[src/rtl/amx_pkg.sv]
// constants for the accumulator / memory exchange execution block
// assumes a single clock, one instruction presented per cycle by fetch
// What this block does
// RULE1: plain swap exchanges accumulator and pointed nibble
// RULE2: row register xored with 4-bit immediate
// RULE3: decrement variant lowers column modulo sixteen
// RULE4: decrement wrap to 15 skips next
// RULE5: increment variant raises column modulo sixteen
// RULE6: increment wrap to 0 skips next
// RULE7: increment opcode upper six bits 101110
// RULE8: one word, one cycle, carry untouched
`default_nettype none
package amx_pkg;
  localparam logic [5:0] AMX_OP_SWAP     = 6'h2d; // 101101
  localparam logic [5:0] AMX_OP_SWAP_DEC = 6'h2f; // 101111
  localparam logic [5:0] AMX_OP_SWAP_INC = 6'h2e; // 101110
  localparam logic [3:0] AMX_COL_DEC_WRAP = 4'hf;
  localparam logic [3:0] AMX_COL_INC_WRAP = 4'h0;
  localparam logic [3:0] AMX_NIB_RST     = 4'h0;
  localparam logic [1:0] AMX_PAGE_RST    = 2'h0;
  typedef enum logic [1:0] {AMX_NONE, AMX_SWAP, AMX_DEC, AMX_INC} amx_op_e;
  typedef logic [3:0] amx_nib_t;
endpackage
`default_nettype wire

[src/rtl/amx_decode.sv]
// opcode classifier for the three exchange instructions
// assumes a 10-bit instruction word from fetch
`default_nettype none
module amx_decode
  import amx_pkg::*;
(
  input  wire logic [9:0] i_instr, // instruction word
  output amx_op_e         o_op     // decoded class
);
  always_comb begin
    case (i_instr[9:4])
      AMX_OP_SWAP:     o_op = AMX_SWAP;
      AMX_OP_SWAP_DEC: o_op = AMX_DEC;
      AMX_OP_SWAP_INC: o_op = AMX_INC; // RULE7
      default:         o_op = AMX_NONE;
    endcase
  end
endmodule
`default_nettype wire

[src/rtl/amx_exec.sv]
// execution of the accumulator / memory swap instructions
// assumes the nibble ram answers combinationally at the pointed address
`default_nettype none
module amx_exec
  import amx_pkg::*;
(
  input  wire logic       i_clk,         // system clock
  input  wire logic       i_reset_n,     // async reset, low
  input  wire logic       i_instr_valid, // instruction word valid this cycle
  input  wire logic [9:0] i_instr,       // instruction word
  input  wire logic [3:0] i_ram_rdata,   // pointed_ram_nibble read data
  input  wire logic       i_carry_flag,  // carry_flag from core
  output logic            o_ram_we,      // write pointed nibble
  output logic      [3:0] o_ram_wdata,   // write data
  output logic      [1:0] o_page,        // data_pointer page
  output logic      [3:0] o_row,         // data_pointer row
  output logic      [3:0] o_col,         // data_pointer column
  output logic      [3:0] o_acc,         // accumulator
  output logic            o_carry_flag,  // carry_flag, passed unchanged
  output logic            o_skip         // current instruction executes as nop
);
  typedef struct packed {
    logic [3:0] acc;
    logic [1:0] page;
    logic [3:0] row;
    logic [3:0] col;
    logic       we;
    logic [3:0] wdata;
    logic       skip;
    logic       cy;
    logic [1:0] wr_page; // pointer that the pending ram write belongs to
    logic [3:0] wr_row;
    logic [3:0] wr_col;
  } amx_state_s;

  localparam amx_state_s AMX_ST_RST = '{acc: AMX_NIB_RST, page: AMX_PAGE_RST, row: AMX_NIB_RST,
                                        col: AMX_NIB_RST, default: '0};

  amx_state_s st_r, st_nxt;
  amx_op_e    op;
  logic       exec;
  logic       swap;    // an exchange executes this cycle
  logic       fwd;     // pending ram write targets the current pointer
  amx_nib_t   mem_nib; // pointed nibble as the program sees it

  amx_decode u_dec (
    .i_instr (i_instr),
    .o_op    (op)
  );

  // a skipped word is still fetched but must not execute
  assign exec = i_instr_valid && !st_r.skip; // RULE8
  assign swap = exec && (op != AMX_NONE);
  // ram write lands two edges after its swap; a swap on the next word at the same
  // pointer would otherwise read the stale nibble, so the pending data is used
  assign fwd     = st_r.we && ({st_r.wr_page, st_r.wr_row, st_r.wr_col} == {st_r.page, st_r.row, st_r.col});
  assign mem_nib = fwd ? st_r.wdata : i_ram_rdata;

  always_comb begin
    st_nxt    = st_r;
    st_nxt.we = 1'b0;
    st_nxt.cy = i_carry_flag; // RULE8
    if (i_instr_valid) st_nxt.skip = 1'b0;
    if (exec && op != AMX_NONE) begin
      st_nxt.we    = 1'b1;                       // RULE1
      st_nxt.wdata = st_r.acc;                   // RULE1
      st_nxt.acc   = mem_nib;                    // RULE1
      st_nxt.wr_page = st_r.page;
      st_nxt.wr_row  = st_r.row;
      st_nxt.wr_col  = st_r.col;
      st_nxt.row   = st_r.row ^ i_instr[3:0];    // RULE2
      case (op)
        AMX_DEC: begin
          st_nxt.col  = st_r.col - 4'h1;                        // RULE3
          st_nxt.skip = (st_nxt.col == AMX_COL_DEC_WRAP);       // RULE4
        end
        AMX_INC: begin
          st_nxt.col  = st_r.col + 4'h1;                        // RULE5
          st_nxt.skip = (st_nxt.col == AMX_COL_INC_WRAP);       // RULE6
        end
        default: ;
      endcase
    end
  end

  always_ff @(posedge i_clk or negedge i_reset_n) begin
    if (!i_reset_n) begin
      st_r <= AMX_ST_RST;
    end else begin
      st_r <= st_nxt;
    end
  end

  assign o_ram_we     = st_r.we;
  assign o_ram_wdata  = st_r.wdata;
  assign o_page       = st_r.page;
  assign o_row        = st_r.row;
  assign o_col        = st_r.col;
  assign o_acc        = st_r.acc;
  assign o_carry_flag = st_r.cy;
  assign o_skip       = st_r.skip;

  swap_value_a: assert property (@(posedge i_clk) disable iff (!i_reset_n) // RULE1
    exec && op != AMX_NONE |=> o_acc == $past(mem_nib) && o_ram_wdata == $past(st_r.acc) && o_ram_we)
    else $error("swap values wrong");
  row_xor_a: assert property (@(posedge i_clk) disable iff (!i_reset_n) // RULE2
    exec && op != AMX_NONE |=> o_row == ($past(st_r.row) ^ $past(i_instr[3:0])))
    else $error("row xor wrong");
  col_dec_a: assert property (@(posedge i_clk) disable iff (!i_reset_n) // RULE3
    exec && op == AMX_DEC |=> o_col == $past(st_r.col) - 4'h1)
    else $error("column decrement wrong");
  dec_skip_a: assert property (@(posedge i_clk) disable iff (!i_reset_n) // RULE4
    exec && op == AMX_DEC |=> o_skip == (o_col == 4'hf))
    else $error("decrement skip wrong");
  col_inc_a: assert property (@(posedge i_clk) disable iff (!i_reset_n) // RULE5
    exec && op == AMX_INC |=> o_col == $past(st_r.col) + 4'h1)
    else $error("column increment wrong");
  inc_skip_a: assert property (@(posedge i_clk) disable iff (!i_reset_n) // RULE6
    exec && op == AMX_INC |=> o_skip == (o_col == 4'h0))
    else $error("increment skip wrong");
  inc_decode_a: assert property (@(posedge i_clk) disable iff (!i_reset_n) // RULE7
    (i_instr[9:4] == 6'h2e) |-> op == AMX_INC)
    else $error("increment decode wrong");
  skipped_nop_a: assert property (@(posedge i_clk) disable iff (!i_reset_n) // RULE8
    o_skip && i_instr_valid |=> !o_ram_we && $stable(o_acc) && $stable(o_col) && $stable(o_row))
    else $error("skipped word executed");
  fwd_data_a: assert property (@(posedge i_clk) disable iff (!i_reset_n) // RULE1
    swap && fwd |=> o_acc == $past(st_r.wdata))
    else $error("pending write not forwarded");
  we_pulse_a: assert property (@(posedge i_clk) disable iff (!i_reset_n) // RULE1
    !swap |=> !o_ram_we)
    else $error("ram write without a swap");
  plain_col_a: assert property (@(posedge i_clk) disable iff (!i_reset_n) // RULE1
    exec && op == AMX_SWAP |=> $stable(o_col) && !o_skip)
    else $error("plain swap moved column");
  carry_pass_a: assert property (@(posedge i_clk) disable iff (!i_reset_n) // RULE8
    1'b1 |=> o_carry_flag == $past(i_carry_flag))
    else $error("carry flag altered");
  skip_clear_a: assert property (@(posedge i_clk) disable iff (!i_reset_n) // RULE8
    o_skip && i_instr_valid |=> !o_skip)
    else $error("skip not cleared by consumed word");
  foreign_word_a: assert property (@(posedge i_clk) disable iff (!i_reset_n) // RULE8
    exec && op == AMX_NONE |=> !o_ram_we && !o_skip && $stable(o_acc) && $stable(o_row) && $stable(o_col))
    else $error("foreign word changed state");
endmodule
`default_nettype wire

[config.mk]
export PLATFORM = sky130hd
export DESIGN_NAME = amx_exec
export DESIGN_NICKNAME = d
export VERILOG_FILES = /design/src/rtl/amx_pkg.sv /design/src/rtl/amx_decode.sv /design/src/rtl/amx_exec.sv
export SDC_FILE = /design/constraint.sdc
export NUM_CORES = 1
export LEC_CHECK = 0
export ABC_AREA = 1
export BUFFER_PORTS_ARGS = -buffer_cell sky130_fd_sc_hd__buf_2
export CAP_MARGIN = 20
export CORE_ASPECT_RATIO = 1.25
export CORE_MARGIN = 2
export CORE_UTILIZATION = 57
export CTS_CLUSTER_SIZE = 8
export DETAILED_ROUTE_END_ITERATION = 10
export PLACE_DENSITY = 0.84
export SLEW_MARGIN = 20
export SYNTH_ARGS = -nofsm -noshare
export SYNTH_HDL_FRONTEND = slang
export SYNTH_HIERARCHICAL = 1
export SYNTH_SLANG_ARGS = --single-unit
export TNS_END_PERCENT = 30
[constraint.sdc]
create_clock -name i_clk -period 3.1 [get_ports i_clk]
set_clock_uncertainty 0.2 [all_clocks]
set_input_delay 0.155 -clock i_clk [delete_from_list [all_inputs] [get_ports i_clk]]
set_output_delay 0.155 -clock i_clk [all_outputs]
set_load 0.005 [all_outputs]
Word-level counts from Yosys, hierarchy flattened --
Index checks and enable logic that the tools add are counted.
Storage, ports and cells: register bits after elaboration 27, output and inout bits 21, input port bits 18, logic and storage cells 33
Operators by class: add/sub/neg operators 2, mux-type cells 6, equal/unequal tests 7, reduce and logical (&&, ||, !) cells 8, bitwise operators 1
Operator list (count):
- == test 6 bit, second input constant | 3
- == test 8 bit | 1
- case mux 4 bit (2 select lines) | 1
- 2-to-1 mux 6 bit | 1
- case mux 2 bit (3 select lines) | 1
- adder 4 x 1 -> 4 bit, second input constant | 1
- == test 2 bit, second input constant | 2
- == test 4 bit, second input constant | 1
- logical NOT 4 bit | 1
- 2-to-1 mux 4 bit | 1
- nonzero test 2 bit | 2
- subtractor 4 x 1 -> 4 bit, second input constant | 1
- bitwise XOR 4 bit | 1
- logical AND 1 bit | 3
- case mux 1 bit (2 select lines) | 1
- AND reduction 2 bit | 1
- logical NOT 1 bit | 1
- 2-to-1 mux 1 bit | 1

Longest topological paths before layout --
depth in word-level cells 5, mapped depth 10, mapped depth without buffers 10

Hierarchy --
Netlist, hierarchy kept.
Modules (own cells, without submodules):
- amx_exec | instances 1, seq. area each 675.6 um^2, cells an instance 196, area an instance 1600.3 um^2
- amx_decode | instances 1, seq. area each 0.0 um^2, cells an instance 12, area an instance 45.0 um^2

Worst setup path after synthesis --
OpenSTA, ideal clock, no wires.
kind reg2reg, start reg st_r, in the netlist o_col[0], end reg st_r, in the netlist o_col[1], required time 2.773 ns, buffers on the path 0, path slack 1.686 ns, clock period less this slack 1.414 ns, library setup time 0.127 ns, cell stages (with the launch flop) 6, arrival 1.088 ns, cell sequence dfrtp_1 > inv_2 > ha_1 > xor2_1 > nand2_1 > o21ai_0
On the way: word-level cells in the longest chain between the ends 2, elaborated cells between the ends (all ways) 3, those cells by class 2 x add/sub; 1 x mux
Ends and longest elaborated chain:
- start: declaration | RTL line amx_exec.sv:39 | amx_state_s st_r, st_nxt;
- start signal: assignment | RTL line amx_exec.sv:90 | st_r <= st_nxt;
- adder 4 x 1 -> 4 bit or subtractor 4 x 1 -> 4 bit (tied branches) | RTL line amx_exec.sv:78, amx_exec.sv:74
- case mux 4 bit (2 select lines) (*) | RTL line amx_exec.sv:72 | case (op)
Mark *: on every way between the ends. The rest lies on a longest branch, timed or not. A chain may end at the register's enable or synchronous reset.

Worst setup path in the final report --
start in i_instr_valid, end reg st_r, in the netlist o_row[3]
On the way: word-level cells in the longest chain between the ends 2
Ends and longest elaborated chain:
- start: declaration | RTL line amx_exec.sv:9 | input wire logic i_instr_valid,
- logical AND 1 bit | RTL line amx_exec.sv:52 | assign exec = i_instr_valid && !st_r.skip;
- logical AND 1 bit | RTL line amx_exec.sv:64 | if (exec && op != AMX_NONE) begin
No other way between the ends.

==> results.cfg <==
[status]
status = completed

[clock_network]
cts_root_buf = clkbuf_4
cts-htree-levels = 1
clk_pin_slew_ns = 0.14
worstSkewPairLatency_ns = 0.32
cts_tree = done
hold_buffers = 11
numCtsBuffers = 3
cts_max_path_buffers = 2
cts_num_sinks = 27
cts_setup_buffers = 0
postCtsResizedCells = 0

[global_route]
grt_pass1_wl_um = 4840
grt_usage_pct = 19.2
first_global_vias = 1242
grt_max_degree = 28
antenna_found_initial = 0
gr-total-overflow = 0

[yosys]
yosysUniqueCellTypes = 26
synthFlopType = dfrtp_1
yosysWarnings = 6
yosysMostFrequentCell = nand2_1
async_flop_share_pct = 100
synthTopCellsByArea = dfrtp_1 41%, nand2_1 13%, buf_4 8.7%, inv_1 7.1%, xor2_1 4.8%
ys_seq_area_share_pct = 41.1
yosysTopAreaCell = dfrtp_1
avgSynthCellArea_um2 = 7.91
synthesis.area_mm2 = 0.00165
synth-edff-count = 0
synth_top_area_share_pct = 41.1
synthCells = 208
synthTopCellsByCount = 56 x nand2_1, 31 x inv_1, 27 x dfrtp_1, 19 x buf_4, 12 x nand3_1
synth_seq_cells = 27

[power_and_ir_drop]
clkPwrFrac_pct = 15.2
seqPwrFrac_pct = 52.2
p_leak_uw = 0.00102
power_frac_comb_pct = 32.7
pwr_density_cell_mw_per_mm2 = 534
p_int_uw = 633
peakVddDrop_mv = 0.258
swShare_pct = 35.4
p_sw_uw = 347

[cells_and_area]
area_growth_pct = 11.6
diodes = 0
final_nets = 262
drive_gt1_share_pct = 22.6

[critical_path]
critical_path_class = input port to register
cp_max_fo = 21
worst_ep_arrival_time_ns = 1.73
reg2reg_slack_ns = 1.45
crit_start = i_instr_valid
required_ns = 3.12
reg2regPathDepth = 6
r2r-start = o_skip
timing.rr.end = o_row[3]
worstSetupEndpointType = register
endpoint = o_row[3]
start_kind = input port

[place]
gp_congestion = 0.788
hpwl_um = 2100
preCtsSetupSlack_ns = 1.37
port_buffers = 36

[routing]
drtAntennaViolNets = 0
firstDrtPassIters = 5
wl_um = 2870
drt-vias-per-instance = 4.82
drc_errors = 0
drtIter0Drc = 43
avgRoutedWirePerCell_um = 10.5
route.vias.total = 1316

[sta]
slew_violations = 0
worst_slew_margin_rel_pct = 60.7
setup_slack_ns = 1.40
grt_setup_unrepaired = false
timing.hold.ws_ns = 0.153
tns_ns = 0
worst_pin_slew_ns = 0.590
fin_crit_sh_pct = 54.9
max_freq_mhz = 588
final_hold_viol_count = 0
setup_violations = 0
fin_crit_ns = 1.70

[die]
die_x_um = 52.1
core_area_mm2 = 0.00271
num_rows = 21
dieArea_mm2 = 0.00334
ioPinCount = 39
initial_core_util_pct = 60.8
die_h_um = 64.1

[min_path]
hp-class = input port to asynchronous set/reset pin

[run]
drv_cap = 0
==> registers in the layout (all words and copies together), names as in the netlist <==
| signal | count |
|---|---|
| st_r | 8 |
| o_acc | 4 |
| o_col | 4 |
| o_ram_wdata | 4 |
| o_row | 4 |
| o_carry_flag | 1 |
| o_ram_we | 1 |
| o_skip | 1 |
==> metal layers <==
metal	GRT usage, %	share of wire (%)	up-vias
met2	36.6	55	34
met1	19.3	39	606
met4	10.9	2.6	0
met5	0	0	-
met3	1.64	4.0	8
li1	-	-	668
==> worst min-delay path by stage <==
stage / endpoint / slack (ns)
3_5_place_dp: o_acc[3] / -0.01
2_1_floorplan: o_acc[0] / -0.34
5_1_grt: o_col[1] / 0.19
3_3_place_gp: o_acc[3] / -0.01
4_1_cts: o_ram_wdata[1] / 0.16
6_report: o_ram_we / 0.15
==> cell families after synthesis <==
logic type | synth area share, %
other | 0.228
XOR/XNOR | 6.31
AND/OR/NAND/NOR | 24.3
adder cells (fa/ha/maj) | 3.04
flip-flops | 41.1
AO/OA/AOI/OAI | 6.39
buffers and inverters | 18.6
==> layout by cell type, fill, tap and decap left out, types with 2 or more instances in the layout <==
| cell type | Yosys | layout |
|---|---|---|
| dfrtp_1 | 27 | 27 |
| buf_2 | 0 | 36 |
| nand2_1 | 56 | 56 |
| o21ai_0 | 10 | 10 |
| dlygate4sd3_1 | 0 | 11 |
| nand3_1 | 12 | 12 |
| ha_1 | 4 | 4 |
| nor2_2 | 2 | 2 |
| nand2_2 | 3 | 3 |
| clkbuf_4 | 0 | 3 |
| conb_1 | 1 | 2 |
| inv_2 | 3 | 3 |
| nor2_4 | 3 | 3 |
| o22ai_1 | 2 | 2 |
| o21ai_1 | 3 | 3 |
| nor2_1 | 11 | 11 |
| xor2_1 | 9 | 9 |
| a21oi_1 | 2 | 2 |
| inv_1 | 31 | 31 |
==> final cells by class <==
class | count | area [µm²]
well taps | 34 | 42.5
repair buffers | 48 | 298
flip-flops and latches | 27 | 676
inverters | 34 | 128
fillers | 256 | 870
multi-input cells | 126 | 667
clock buffers | 4 | 26.3
==> critical path, cell delays in order <==
cell	delay (ns)
dlygate4sd3_1	0.52
buf_2	0.09
inv_1	0.04
nor2_1	0.11
o21ai_2	0.06
buf_4	0.20
inv_2	0.27
nand2_1	0.11
xor2_1	0.15
==> through the flow <==
step                      cells  utilization, %  total power (µW)  cell area (µm²)
after global routing        273            67.9              1060             1840
after detailed placement    258            62.8               832             1700
after CTS                   273            67.9               990             1840
after floorplan             209               -               794             1650
final                       273            67.9               980             1840
after global placement      258            62.8               817             1700
==> power groups by stage <==
stage / Combinational [µW] / Sequential (µW) / Clock, µW
final: 320 / 511 / 149
after detailed placement: 312 / 519 / 0
after global routing: 371 / 523 / 169
after floorplan: 292 / 502 / 0
after CTS: 325 / 512 / 153
after global placement: 303 / 514 / 0
No activity file was read; power rests on OpenSTA's default activity.
